### src/verilog/ubrg_pkg.sv
// Package with register map, field positions, reset values and counts of the baud rate generator.
package ubrg_pkg;
  localparam int          UBRG_AW          = 5;
  localparam logic [4:0]  UBRG_OFS_RCSC    = 5'h00;
  localparam logic [4:0]  UBRG_OFS_DIV     = 5'h04;
  localparam logic [4:0]  UBRG_OFS_TXSC    = 5'h08;
  localparam logic [4:0]  UBRG_OFS_RXDATA  = 5'h0c;
  localparam logic [4:0]  UBRG_OFS_ISTAT   = 5'h10;
  localparam logic [4:0]  UBRG_OFS_IMASK   = 5'h14;
  // Receive status and control fields.
  localparam int          UBRG_RC_SERIAL_PORT_ENABLE     = 7;
  localparam int          UBRG_RC_RX9      = 6;
  localparam int          UBRG_RC_SINGLE_RECEIVE_ENABLE     = 5;
  localparam int          UBRG_RC_CONTINUOUS_RECEIVE_ENABLE     = 4;
  localparam int          UBRG_RC_ADDRESS_DETECT_ENABLE    = 3;
  localparam int          UBRG_RC_FRAMING_ERROR_FLAG     = 2;
  localparam int          UBRG_RC_OVERRUN_ERROR_FLAG     = 1;
  localparam int          UBRG_RC_RECEIVED_NINTH_BIT     = 0;
  // Transmit status and control fields.
  localparam int          UBRG_TX_CLOCK_SOURCE_SELECT     = 7;
  localparam int          UBRG_TX_TX9      = 6;
  localparam int          UBRG_TX_TRANSMIT_ENABLE     = 5;
  localparam int          UBRG_TX_SYNC     = 4;
  localparam int          UBRG_TX_HIGH_SPEED_SELECT     = 2;
  localparam int          UBRG_TX_TRANSMIT_SHIFT_EMPTY     = 1;
  localparam int          UBRG_TX_TRANSMIT_NINTH_BIT     = 0;
  // Interrupt status bits.
  localparam int          UBRG_IRQ_RXLOAD  = 0;
  localparam int          UBRG_IRQ_FRAMING_ERROR_FLAG    = 1;
  localparam int          UBRG_IRQ_OVERRUN_ERROR_FLAG    = 2;
  localparam int          UBRG_IRQ_W       = 3;
  // Reset values.
  localparam logic [7:0]  UBRG_RCSC_RST    = 8'h00;
  localparam logic [7:0]  UBRG_DIV_RST     = 8'h00;
  localparam logic [7:0]  UBRG_TXSC_RST    = 8'h00;
  localparam logic [2:0]  UBRG_IMASK_RST   = 3'h0;
  // Prescale counts, one less than the clock multiplier.
  localparam logic [5:0]  UBRG_PRE_ASYNC_LO = 6'h3f;
  localparam logic [5:0]  UBRG_PRE_ASYNC_HI = 6'h0f;
  localparam logic [5:0]  UBRG_PRE_SYNC     = 6'h03;
  localparam logic [1:0]  UBRG_RESP_OKAY   = 2'h0;
  localparam logic [1:0]  UBRG_RESP_DECERR = 2'h3;
endpackage

### src/verilog/ubrg_top.sv
// Baud rate generator with receive status flags behind an AXI4-Lite register slave.
// Operation
// - One 8-bit baud timer serves asynchronous and synchronous operation.
// - Timer runs continuously while the serial port is enabled; its period comes from the baud divisor.
// - Asynchronous mode: high-speed select picks the period multiplier.
// - Synchronous mode ignores the high-speed select bit.
// - Rate is Fosc/64(n+1), Fosc/16(n+1) or Fosc/4(n+1).
// - Any divisor write clears the timer at once.
// - 9-bit without address detect accepts all bytes; 8-bit ignores address detect.
// - Framing error set on bad stop bit, updated with the next received byte.
// - Overrun set when data is lost; cleared only by clearing continuous receive.
// - Serial port enable clear holds the port logic in reset; set hands over pins.
// - 9-bit with address detect loads and interrupts only when ninth bit is set.
`timescale 1ns/1ps
module ubrg_top import ubrg_pkg::*; #(
  parameter int DW = 8
) (
  input  wire logic          mclk,          // System clock, 50 MHz.
  input  wire logic          arst_n,        // Asynchronous reset, active low.
  input  wire logic [4:0]    s_awaddr,      // Write address.
  input  wire logic          s_awvalid,     // Write address valid.
  output logic               s_awready,     // Write address ready.
  input  wire logic [31:0]   s_wdata,       // Write data.
  input  wire logic [3:0]    s_wstrb,       // Write byte strobes.
  input  wire logic          s_wvalid,      // Write data valid.
  output logic               s_wready,      // Write data ready.
  output logic [1:0]         s_bresp,       // Write response.
  output logic               s_bvalid,      // Write response valid.
  input  wire logic          s_bready,      // Write response ready.
  input  wire logic [4:0]    s_araddr,      // Read address.
  input  wire logic          s_arvalid,     // Read address valid.
  output logic               s_arready,     // Read address ready.
  output logic [31:0]        s_rdata,       // Read data.
  output logic [1:0]         s_rresp,       // Read response.
  output logic               s_rvalid,      // Read data valid.
  input  wire logic          s_rready,      // Read data ready.
  input  wire logic          rx_char_done,  // Receiver finished a character, one-cycle pulse.
  input  wire logic [DW-1:0] rx_char,       // Character data bits.
  input  wire logic          rx_bit8,       // Ninth received bit.
  input  wire logic          rx_stop_ok,    // Stop bit of the character was valid.
  input  wire logic          tx_shift_empty,// Transmit shift register empty.
  output logic               baud_tick,     // Bit-rate tick.
  output logic               port_pins_en,  // Receive and transmit pins owned by the port.
  output logic               rx_run,        // Receiver enabled.
  output logic               irq            // Level interrupt.
);
  logic [7:0]    rcsc_reg, rcsc_next;
  logic [7:0]    div_reg, div_next;
  logic [7:0]    txsc_reg, txsc_next;
  logic [DW-1:0] rxbuf_reg, rxbuf_next;
  logic          full_reg, full_next;
  logic          framing_error_flag_reg, framing_error_flag_next;
  logic          overrun_error_flag_reg, overrun_error_flag_next;
  logic          r9d_reg, r9d_next;
  logic [UBRG_IRQ_W-1:0] ist_reg, ist_next;
  logic [UBRG_IRQ_W-1:0] imask_reg, imask_next;
  logic          irq_reg, irq_next;
  logic          pins_reg, pins_next;
  logic          rxrun_reg, rxrun_next;
  logic          awh_reg, awh_next;
  logic [4:0]    awa_reg, awa_next;
  logic          wh_reg, wh_next;
  logic [31:0]   wd_reg, wd_next;
  logic          ws_reg, ws_next;
  logic          bv_reg, bv_next;
  logic [1:0]    br_reg, br_next;
  logic          rv_reg, rv_next;
  logic [31:0]   rd_reg, rd_next;
  logic [1:0]    rr_reg, rr_next;
  logic          div_wr;
  logic          serial_port_enable;
  logic          accept;
  logic [UBRG_IRQ_W-1:0] ev;

  // Address decode shared by both channels.
  function automatic logic mapped(input logic [4:0] a);
    if (a == UBRG_OFS_RCSC) begin
      mapped = 1'b1;
    end else if (a == UBRG_OFS_DIV || a == UBRG_OFS_TXSC || a == UBRG_OFS_RXDATA) begin
      mapped = 1'b1;
    end else if (a == UBRG_OFS_ISTAT || a == UBRG_OFS_IMASK) begin
      mapped = 1'b1;
    end else begin
      mapped = 1'b0;
    end
  endfunction

  assign serial_port_enable = rcsc_reg[UBRG_RC_SERIAL_PORT_ENABLE];

  ubrg_timer #(
    .W(8)
  ) u_timer (
    .mclk       (mclk),
    .arst_n     (arst_n),
    .run        (serial_port_enable),
    .clear      (div_wr),
    .sync_mode  (txsc_reg[UBRG_TX_SYNC]),
    .high_speed (txsc_reg[UBRG_TX_HIGH_SPEED_SELECT]),
    // The timer reloads in the same cycle as the divisor write, so it must see the new value.
    .divisor    (div_next),
    .tick       (baud_tick)
  );

  always_comb begin
    awh_next = awh_reg;
    awa_next = awa_reg;
    wh_next  = wh_reg;
    wd_next  = wd_reg;
    ws_next  = ws_reg;
    bv_next  = bv_reg;
    br_next  = br_reg;
    rv_next  = rv_reg;
    rd_next  = rd_reg;
    rr_next  = rr_reg;
    rcsc_next  = rcsc_reg;
    div_next   = div_reg;
    txsc_next  = txsc_reg;
    imask_next = imask_reg;
    rxbuf_next = rxbuf_reg;
    full_next  = full_reg;
    framing_error_flag_next  = framing_error_flag_reg;
    overrun_error_flag_next  = overrun_error_flag_reg;
    r9d_next   = r9d_reg;
    ist_next   = ist_reg;
    ev         = '0;
    div_wr     = 1'b0;
    accept     = 1'b0;
    if (s_awvalid && s_awready) begin
      awh_next = 1'b1;
      awa_next = s_awaddr;
    end
    if (s_wvalid && s_wready) begin
      wh_next = 1'b1;
      wd_next = s_wdata;
      ws_next = s_wstrb[0];
    end
    if (s_bvalid && s_bready) begin
      bv_next = 1'b0;
    end
    // Both halves held: perform the write this cycle.
    if (awh_reg && wh_reg && !bv_reg) begin
      awh_next = 1'b0;
      wh_next  = 1'b0;
      bv_next  = 1'b1;
      br_next  = mapped(awa_reg) ? UBRG_RESP_OKAY : UBRG_RESP_DECERR;
      if (ws_reg) begin
        if (awa_reg == UBRG_OFS_RCSC) begin
          rcsc_next = {wd_reg[7:3], 3'h0};
        end else if (awa_reg == UBRG_OFS_DIV) begin
          div_next = wd_reg[7:0];
          div_wr   = 1'b1;
        end else if (awa_reg == UBRG_OFS_TXSC) begin
          txsc_next = {wd_reg[7:4], 1'b0, wd_reg[2], 1'b0, wd_reg[0]};
        end else if (awa_reg == UBRG_OFS_ISTAT) begin
          ist_next = ist_reg & ~wd_reg[UBRG_IRQ_W-1:0];
        end else if (awa_reg == UBRG_OFS_IMASK) begin
          imask_next = wd_reg[UBRG_IRQ_W-1:0];
        end
      end
    end
    if (s_rvalid && s_rready) begin
      rv_next = 1'b0;
    end
    if (s_arvalid && s_arready) begin
      rv_next = 1'b1;
      rr_next = mapped(s_araddr) ? UBRG_RESP_OKAY : UBRG_RESP_DECERR;
      rd_next = 32'h0000_0000;
      if (s_araddr == UBRG_OFS_RCSC) begin
        rd_next[7:0] = {rcsc_reg[7:3], framing_error_flag_reg, overrun_error_flag_reg, r9d_reg};
      end else if (s_araddr == UBRG_OFS_DIV) begin
        rd_next[7:0] = div_reg;
      end else if (s_araddr == UBRG_OFS_TXSC) begin
        rd_next[7:0] = {txsc_reg[7:2], tx_shift_empty, txsc_reg[0]};
      end else if (s_araddr == UBRG_OFS_RXDATA) begin
        rd_next[DW-1:0] = rxbuf_reg;
        full_next       = 1'b0;
      end else if (s_araddr == UBRG_OFS_ISTAT) begin
        rd_next[UBRG_IRQ_W-1:0] = ist_reg;
      end else if (s_araddr == UBRG_OFS_IMASK) begin
        rd_next[UBRG_IRQ_W-1:0] = imask_reg;
      end
    end
    // A character counts only with the port and receiver on.
    if (rx_char_done && serial_port_enable && rcsc_reg[UBRG_RC_CONTINUOUS_RECEIVE_ENABLE]) begin
      // Address detect acts only in 9-bit reception.
      if (rcsc_reg[UBRG_RC_RX9] && rcsc_reg[UBRG_RC_ADDRESS_DETECT_ENABLE]) begin
        accept = rx_bit8;
      end else begin
        accept = 1'b1;
      end
    end
    if (accept) begin
      if (full_reg || overrun_error_flag_reg) begin
        overrun_error_flag_next            = 1'b1;
        ev[UBRG_IRQ_OVERRUN_ERROR_FLAG]    = 1'b1;
      end else begin
        rxbuf_next           = rx_char;
        full_next            = 1'b1;
        framing_error_flag_next            = !rx_stop_ok;
        r9d_next             = rcsc_reg[UBRG_RC_RX9] ? rx_bit8 : 1'b0;
        ev[UBRG_IRQ_RXLOAD]  = 1'b1;
        ev[UBRG_IRQ_FRAMING_ERROR_FLAG]    = !rx_stop_ok;
      end
    end
    if (!rcsc_reg[UBRG_RC_CONTINUOUS_RECEIVE_ENABLE]) begin
      overrun_error_flag_next = 1'b0;
    end
    if (!serial_port_enable) begin
      // The port is held in reset, but overrun only clears with the receiver enable.
      full_next = 1'b0;
      framing_error_flag_next = 1'b0;
    end
    // Set wins over a simultaneous write-one-to-clear.
    ist_next = ist_next | ev;
  end

  always_comb begin
    irq_next   = |(ist_next & imask_next);
    pins_next  = rcsc_next[UBRG_RC_SERIAL_PORT_ENABLE];
    rxrun_next = rcsc_next[UBRG_RC_SERIAL_PORT_ENABLE] & rcsc_next[UBRG_RC_CONTINUOUS_RECEIVE_ENABLE];
  end

  always_ff @(posedge mclk or negedge arst_n) begin
    if (!arst_n) begin
      awh_reg   <= 1'b0;
      awa_reg   <= 5'h00;
      wh_reg    <= 1'b0;
      wd_reg    <= 32'h0000_0000;
      ws_reg    <= 1'b0;
      bv_reg    <= 1'b0;
      br_reg    <= UBRG_RESP_OKAY;
      rv_reg    <= 1'b0;
      rd_reg    <= 32'h0000_0000;
      rr_reg    <= UBRG_RESP_OKAY;
      rcsc_reg  <= UBRG_RCSC_RST;
      div_reg   <= UBRG_DIV_RST;
      txsc_reg  <= UBRG_TXSC_RST;
      imask_reg <= UBRG_IMASK_RST;
      rxbuf_reg <= '0;
      full_reg  <= 1'b0;
      framing_error_flag_reg  <= 1'b0;
      overrun_error_flag_reg  <= 1'b0;
      r9d_reg   <= 1'b0;
      ist_reg   <= '0;
      irq_reg   <= 1'b0;
      pins_reg  <= 1'b0;
      rxrun_reg <= 1'b0;
    end else begin
      awh_reg   <= awh_next;
      awa_reg   <= awa_next;
      wh_reg    <= wh_next;
      wd_reg    <= wd_next;
      ws_reg    <= ws_next;
      bv_reg    <= bv_next;
      br_reg    <= br_next;
      rv_reg    <= rv_next;
      rd_reg    <= rd_next;
      rr_reg    <= rr_next;
      rcsc_reg  <= rcsc_next;
      div_reg   <= div_next;
      txsc_reg  <= txsc_next;
      imask_reg <= imask_next;
      rxbuf_reg <= rxbuf_next;
      full_reg  <= full_next;
      framing_error_flag_reg  <= framing_error_flag_next;
      overrun_error_flag_reg  <= overrun_error_flag_next;
      r9d_reg   <= r9d_next;
      ist_reg   <= ist_next;
      irq_reg   <= irq_next;
      pins_reg  <= pins_next;
      rxrun_reg <= rxrun_next;
    end
  end

  // Ready flags are plain decodes of holding flops, so they change only after a clock edge.
  assign s_awready    = !awh_reg && !bv_reg;
  assign s_wready     = !wh_reg && !bv_reg;
  assign s_bvalid     = bv_reg;
  assign s_bresp      = br_reg;
  assign s_arready    = !rv_reg;
  assign s_rvalid     = rv_reg;
  assign s_rdata      = rd_reg;
  assign s_rresp      = rr_reg;
  assign port_pins_en = pins_reg;
  assign rx_run       = rxrun_reg;
  assign irq          = irq_reg;
endmodule

### src/verilog/ubrg_timer.sv
// Prescaler and reloading 8-bit baud timer that emits one tick per bit-rate period.
`timescale 1ns/1ps
module ubrg_timer import ubrg_pkg::*; #(
  parameter int W = 8
) (
  input  wire logic         mclk,        // System clock.
  input  wire logic         arst_n,      // Asynchronous reset, active low.
  input  wire logic         run,         // Serial port enabled.
  input  wire logic         clear,       // Divisor write strobe.
  input  wire logic         sync_mode,   // Synchronous operation selected.
  input  wire logic         high_speed,  // High-speed select.
  input  wire logic [W-1:0] divisor,     // Reload value n.
  output logic              tick         // One-cycle bit-rate tick.
);
  logic [5:0]   pre_reg, pre_next;
  logic [W-1:0] cnt_reg, cnt_next;
  logic         tick_reg, tick_next;
  logic [5:0]   pre_top;

  always_comb begin
    // Synchronous mode ignores the high-speed bit.
    if (sync_mode) begin
      pre_top = UBRG_PRE_SYNC;
    end else if (high_speed) begin
      pre_top = UBRG_PRE_ASYNC_HI;
    end else begin
      pre_top = UBRG_PRE_ASYNC_LO;
    end
    pre_next  = pre_reg;
    cnt_next  = cnt_reg;
    tick_next = 1'b0;
    if (!run || clear) begin
      pre_next = 6'h00;
      cnt_next = divisor;
    end else if (pre_reg >= pre_top) begin
      pre_next = 6'h00;
      if (cnt_reg == '0) begin
        cnt_next  = divisor;
        tick_next = 1'b1;
      end else begin
        cnt_next = cnt_reg - 1'b1;
      end
    end else begin
      pre_next = pre_reg + 6'h01;
    end
  end

  always_ff @(posedge mclk or negedge arst_n) begin
    if (!arst_n) begin
      pre_reg  <= 6'h00;
      cnt_reg  <= '0;
      tick_reg <= 1'b0;
    end else begin
      pre_reg  <= pre_next;
      cnt_reg  <= cnt_next;
      tick_reg <= tick_next;
    end
  end

  assign tick = tick_reg;
endmodule

### config.mk
export PLATFORM = sky130hd
export DESIGN_NAME = ubrg_top
export DESIGN_NICKNAME = d
export VERILOG_FILES = /design/src/verilog/ubrg_pkg.sv /design/src/verilog/ubrg_top.sv /design/src/verilog/ubrg_timer.sv
export SDC_FILE = /design/constraint.sdc
export NUM_CORES = 1
export LEC_CHECK = 0
export ABC_AREA = 1
export BUFFER_PORTS_ARGS = -buffer_cell sky130_fd_sc_hd__buf_2
export CAP_MARGIN = 20
export CORE_UTILIZATION = 53
export CTS_CLUSTER_DIAMETER = 30
export CTS_CLUSTER_SIZE = 24
export DETAILED_ROUTE_END_ITERATION = 8
export PLACE_DENSITY_LB_ADDON = 0.25
export SYNTH_ARGS = -nofsm -noshare
export SYNTH_HDL_FRONTEND = slang
export SYNTH_SLANG_ARGS = --single-unit
### constraint.sdc
create_clock -name mclk -period 2.8 [get_ports mclk]
set_clock_uncertainty 0.15 [all_clocks]
set_input_delay 0 -clock mclk [delete_from_list [all_inputs] [get_ports mclk]]
set_output_delay 0 -clock mclk [all_outputs]
set_load 0.02 [all_outputs]
==> out/results.txt, run 1 <==
Status: finished clean
Slowest cell on the critical path: dlygate4sd3_1
Worst Reg-to-Reg Cells: 6
Total die area: 8452 um2
Final worst slack: 410.8 ps
Clock latency on the worst-skew pair: 340 ps
Die W: 91.94 um
Cell area after synthesis: 4287 um2
Routed wire length: 9176 um
Final Hold Fails: 0
First-pass GRT wire length: 15320 um
Cell family with most CP delay: buffers and inverters
Critical Path Sink: awa_reg[4]
Worst Hold Class: in2reg
Layout cells sized above 1: 16.28%
Post-route cell area: 5210 um2
Maximum vdd ir drop: 0.5442 mV
Post-Layout Cell Count: 741
Stages on worst setup path: 6
Top_reg_cell synth: dfrtp_1
Largest net degree at the start of global routing: 83
Critical Path, Cell by Cell: nor2_1 -> nand2_1 -> nor2_1 -> dlygate4sd3_1 -> a21oi_1 -> dlygate4sd3_1
Initial Util: 55.19%
Min cycle time layout: 2389 ps
Unrepaired setup endpoints after global routing: false
Cell count after synthesis: 530
Final Slew Violations: 0
Register area share after synthesis: 47.87%
Tot Pwr: 4.207 mW
Utilization after layout: 67.07%
Worst-margin pin slew: 593.2 ps
Ys async rst share: 100.0%
HPWL Detailed: 6298 um
Layout Area Growth over Synthesis: 21.54%
TNS Setup: 0 ps
Synth top area share: 47.87%
CP max stage delay: 580 ps
Critical Path RT: 2880 ps
Top cells by area, synth: dfrtp_1, nand2_1, nor2_1
Clock Sinks: 82
Initial antenna violation count: 0
Synth warn: 0
Worst r2r src: awh_reg
P per Cell Area: 807.5 nW/um2
# nets final: 706
Post-synth EDFFs: 0
Routed length per instance: 12.38 um
Setup crit end kind: flip-flop
Worst r2r dst: awa_reg[4]
Reg clk slew, reported paths: 80 ps
CP max FO: 9
Post-synth top area cell: dfrtp_1
Clock Path Buffers: 2
Critical path arrival: 2470 ps
Ant diodes: 0
Relative slew slack: 60.36%
Drt via density: 4.864
R2R setup slack: 410 ps
GPL Wtd Cong: 0.8038
Critical path startpoint: awh_reg
Number of H-tree levels: 3
Io pins: 110
DRC errors left: 0
Area of placed instances: 4567 um2
Overflow after GRT: 0
CTS tree: yes
Row count: 32
WS Path Type: reg2reg
Gr usage total: 23.13%
Die height: 91.94 um
Detail Route Antenna Nets: 0
Max-cap violations: 0
Buf+Inv Stages, Crit Path: 2
Setup Buffers After CTS: 0
Pre-CTS WS: 536.4 ps
Avg Cell Area, Syn: 8.088 um2
FMAX: 0.4185 GHz
Starting DRT DRC Count: 169
1st-pass router iterations: 4
Num CTS Buffers: 9
Critical Path Source Type: flip-flop
Placed cells: 683
Vias in the first global route: 3417
CTS Root Cell: clkbuf_8
Synth cell types: 41
Vias: 3604
Pleak: 2.873 nW
Final Setup Violations: 0
Fin crit share: 85.33%
IO Port Bufs: 58
Core ar.: 7767 um2
Hold_ws: 56.09 ps
Yosys reg bits: 82
-- cells in the final DEF, fill, tap and decap left out, types with 2 or more instances in the layout --
cell type	instances
o21ai_1	8
nand3_2	5
o21bai_1	5
clkinvlp_4	2
nand3_1	28
xnor2_1	2
buf_4	2
nor2_8	2
nor3_1	3
inv_1	59
clkinv_2	2
nand2_1	161
clkbuf_8	11
buf_2	57
ha_1	7
conb_1	24
nor2_4	2
xor2_1	2
dfrtp_1	82
nor2_2	3
nand4_1	8
o21ai_0	14
a31oi_1	3
nor3b_1	2
mux2_2	3
inv_2	3
nor2_1	62
nand3b_1	2
nand4_2	2
dlygate4sd3_1	41
a21oi_1	18
-- layer usage --
layer  track usage, %  vias up  part of all wire, %
met5                0        -                    0
met3            3.068       17                  4.4
li1                 -     1829                    -
met4            9.375        0                  2.0
met1            30.64     1640                   47
met2            38.50      118                   47
-- power by group --
part	internal [mW]	switching (mW)
Sequential	1.51	0.256
Clock	0.460	0.425
Combinational	0.572	0.983
Total	2.54	1.66
-- timing repair --
item | 4_1_cts | 5_1_grt
resized for setup | 0 | 0
endpoints found under the hold margin | 116 | 21
hold buffers | 40 | 1
-- worst min path at each step --
stage,cells past startpoint,startpoint,slack (ps),endpoint
global placement,2,s_bready,30,s_bvalid
detailed placement,2,s_bready,40,s_bvalid
CTS,7,rx_char_done,50,ist_reg[2]
floorplan,0,arst_n,-450,awa_reg[0]
global route,7,rx_char_done,90,ist_reg[2]
finish,7,rx_char_done,60,overrun_error_flag_reg
-- cell usage after synthesis, drive strengths merged (4+ instances only) --
cell type	n
buf	30
dfrtp	82
nor3	4
o21ai	23
nand3	34
inv	62
ha	7
o21bai	5
nand4	11
nor2	69
a21oi	18
nand2	163
-- final cells by class --
class | count | area (um2)
multi-input cells | 376 | 1846
repair buffers | 101 | 738.2
fillers | 654 | 2557
inverters | 64 | 241.5
clock inverters | 4 | 50.05
clock buffers | 12 | 155.1
flip-flops and latches | 82 | 2052
well taps | 102 | 127.6
-- kinds of logic after synthesis --
logic type      share of synthesized area [%]
xor+xnor                               0.8174
flops                                   47.87
other cells                           0.08748
compound gates                          6.364
fa+ha+maj                               2.043
simple gates                            30.94
buf+inv                                 11.09
mux                                    0.7880
-- tightest hold or removal path: stages --
cell     delay, ps
buf_2          100
nand2_1         60
nor2_1          40
nand2_1        100
inv_1           60
nand2_1         70
o21ai_0         70
Note: power is estimated with default switching activity, not from simulation.
==> inputs of run 2 (changes only) <==
- CORE_MARGIN: unset -> 3
==> run 2 against run 1 <==
Against the previous run: final area is 1.4% higher; global-route usage is 0.47 points lower; power is 2.1% higher; non-clock buffer count is 6 higher; sequential share of layout area is 0.54 points lower; count of clock-buffer cells in the layout is 3 lower; register-to-register slack worse by 40 ps; routed wire length is 5.5% higher; hold slack better by 26 ps; clock power is 6.1% higher; critical endpoint unchanged; largest cell class unchanged; final cell count is 0.81% higher.
==> out/results.txt, run 2 (synthesized netlist as in run 1, its figures left out) <==
Unrepaired setup endpoints after global routing: false
Critical Path Source Type: flip-flop
Critical path arrival: 2520 ps (+50 ps)
Final Hold Fails: 0 (unchanged)
Initial antenna violation count: 0 (unchanged)
Critical Path RT: 2900 ps (+20 ps)
First-pass GRT wire length: 16100 um (+5.1%)
Top Metal Used: met4
P per Cell Area: 813.2 nW/um2 (+0.71%)
Die W: 95.94 um (+4.4%)
Final Slew Violations: 0 (unchanged)
Clock latency on the worst-skew pair: 360 ps (+20 ps)
Io pins: 110 (unchanged)
Drt via density: 4.930 (+1.4%)
CTS tree: yes
Fin crit share: 86.70% (+1.4 points)
Largest net degree at the start of global routing: 83 (unchanged)
CP max stage delay: 580 ps (about the same)
GPL Wtd Cong: 0.8612 (+7.1%)
Starting DRT DRC Count: 196 (+16%)
Initial Util: 54.90% (-0.28 points)
Setup crit end kind: flip-flop
FMAX: 0.4119 GHz (-1.6%)
Pleak: 2.905 nW (+1.1%)
TNS Setup: 0 ps (unchanged)
DR WL met2: 4684 um (+9.3%)
Maximum vdd ir drop: 0.5829 mV (+7.1%)
1st-pass router iterations: 4 (unchanged)
WS Path Type: reg2reg
Num CTS Buffers: 9 (unchanged)
CTS Root Cell: clkbuf_8
Filler instances: 644 (-1.5%)
Max-cap violations: 0 (unchanged)
Number of H-tree levels: 3 (unchanged)
Vias: 3683 (+2.2%)
Layout cells sized above 1: 16.28% (about the same)
Row count: 32 (unchanged)
Utilization after layout: 67.66% (+0.59 points)
Core ar.: 7807 um2 (+0.52%)
DRC errors left: 0 (unchanged)
Status: finished clean
Layout Area Growth over Synthesis: 23.23%
Die height: 95.94 um (+4.4%)
Commonest non-fill, non-tap cell in the layout: nand2_1
Vias in the first global route: 3627 (+6.1%)
Slowest cell on the critical path: dlygate4sd3_1
Worst Hold Class: in2reg
Critical Path, Cell by Cell: nor2_1 -> nand2_1 -> nor2_1 -> dlygate4sd3_1 -> a21oi_1 -> dlygate4sd3_1
HPWL Detailed: 6605 um (+4.9%)
Met1 wire length: 4291 um (-0.28%)
Met3 wire length: 472 um (+17%)
Final worst slack: 372.5 ps (-38.28 ps)
# nets final: 712 (+0.85%)
Min cycle time layout: 2427 ps (+38.28 ps)
Reg clk slew, reported paths: 90 ps (about the same)
Overflow after GRT: 0 (unchanged)
Final Setup Violations: 0 (unchanged)
Routed length per instance: 12.96 um (+4.6%)
IO Port Bufs: 58 (unchanged)
Clock Sinks: 82 (unchanged)
CP max FO: 9 (unchanged)
Clock Path Buffers: 2 (unchanged)
Relative slew slack: 60.51% (+0.15 points)
Ant diodes: 0 (unchanged)
Gr usage total: 22.66% (-0.47 points)
Worst-margin pin slew: 590.9 ps (-2.305 ps)
Commonest non-fill, non-tap cells in the layout: nand2_1, dfrtp_1, nor2_1
Routed wire length: 9678 um (+5.5%)
Total die area: 9204 um2 (+8.9%)
Post-route cell area: 5283 um2 (+1.4%)
Detail Route Antenna Nets: 0 (unchanged)
Area of placed instances: 4567 um2 (unchanged)
Setup Buffers After CTS: 0 (unchanged)
Pre-CTS WS: 586.8 ps (+50.34 ps)
## run 2: where the power goes
part	switching [mW]	internal [mW]	leakage, nW	total, mW
registers	0.264	1.51	1.04	1.78
logic	1.00	0.581	1.76	1.58
clock network	0.439	0.500	0.105	0.939
## run 2: per-layer routing
metal  global-route usage, %  vias up
li1                        -     1840
met1                   28.08     1710
met2                   38.97      112
met3                   5.082       21
met4                   7.820        0
met5                       0        -
## run 2: final timing paths
| check | startpoint | endpoint | slack [ps] | depth (start not counted) |
|---|---|---|---|---|
| hold / removal | s_araddr[3] | full_reg | 80 | 4 |
| setup / recovery | awh_reg | awa_reg[4] | 370 | 6 |
| max in group asynchronous | arst_n | u_timer.cnt_reg[5] | 1410 | 4 |
| setup reg to reg | awh_reg | awa_reg[4] | 370 | 6 |
| min in group asynchronous | arst_n | wd_reg[1] | 510 | 3 |
| hold reg to reg | u_timer.pre_reg[0] | u_timer.pre_reg[0] | 320 | 1 |
## run 2: timing repair
| item | CTS | global route |
|---|---|---|
| endpoints found under the hold margin | 117 | 9 |
| hold buffers | 46 | 1 |
| resized for setup | 0 | 0 |
## run 2: through the flow
stage          hold WS, ps  std cells  power, mW
3_5_place_dp         38.16        683      3.269
6_report             82.10        747      4.296
2_1_floorplan       -445.6        553      2.908
5_1_grt              94.43        747      4.611
4_1_cts              64.18        745      4.299
3_3_place_gp         30.00        683      3.211
## run 2: critical path: cells and delay by family, from the launching register on
family | cells | cell delay, ps
DFF | 1 | 460
and+or+nand+nor | 3 | 520
buffers and inverters | 2 | 1150
AOI/OAI and AO/OA | 1 | 40
## run 2: cell type report
type                            instances  area, um2  area share [%]
Timing Repair Buffer                  107      798.3           15.11
Inverter                               64      241.5           4.571
Sequential cell                        82       2052           38.84
Clock inverter                          7      93.84           1.776
Tap cell                              102      127.6           2.416
Clock buffer                            9      123.9           2.345
Multi-Input combinational cell        376       1846           34.94
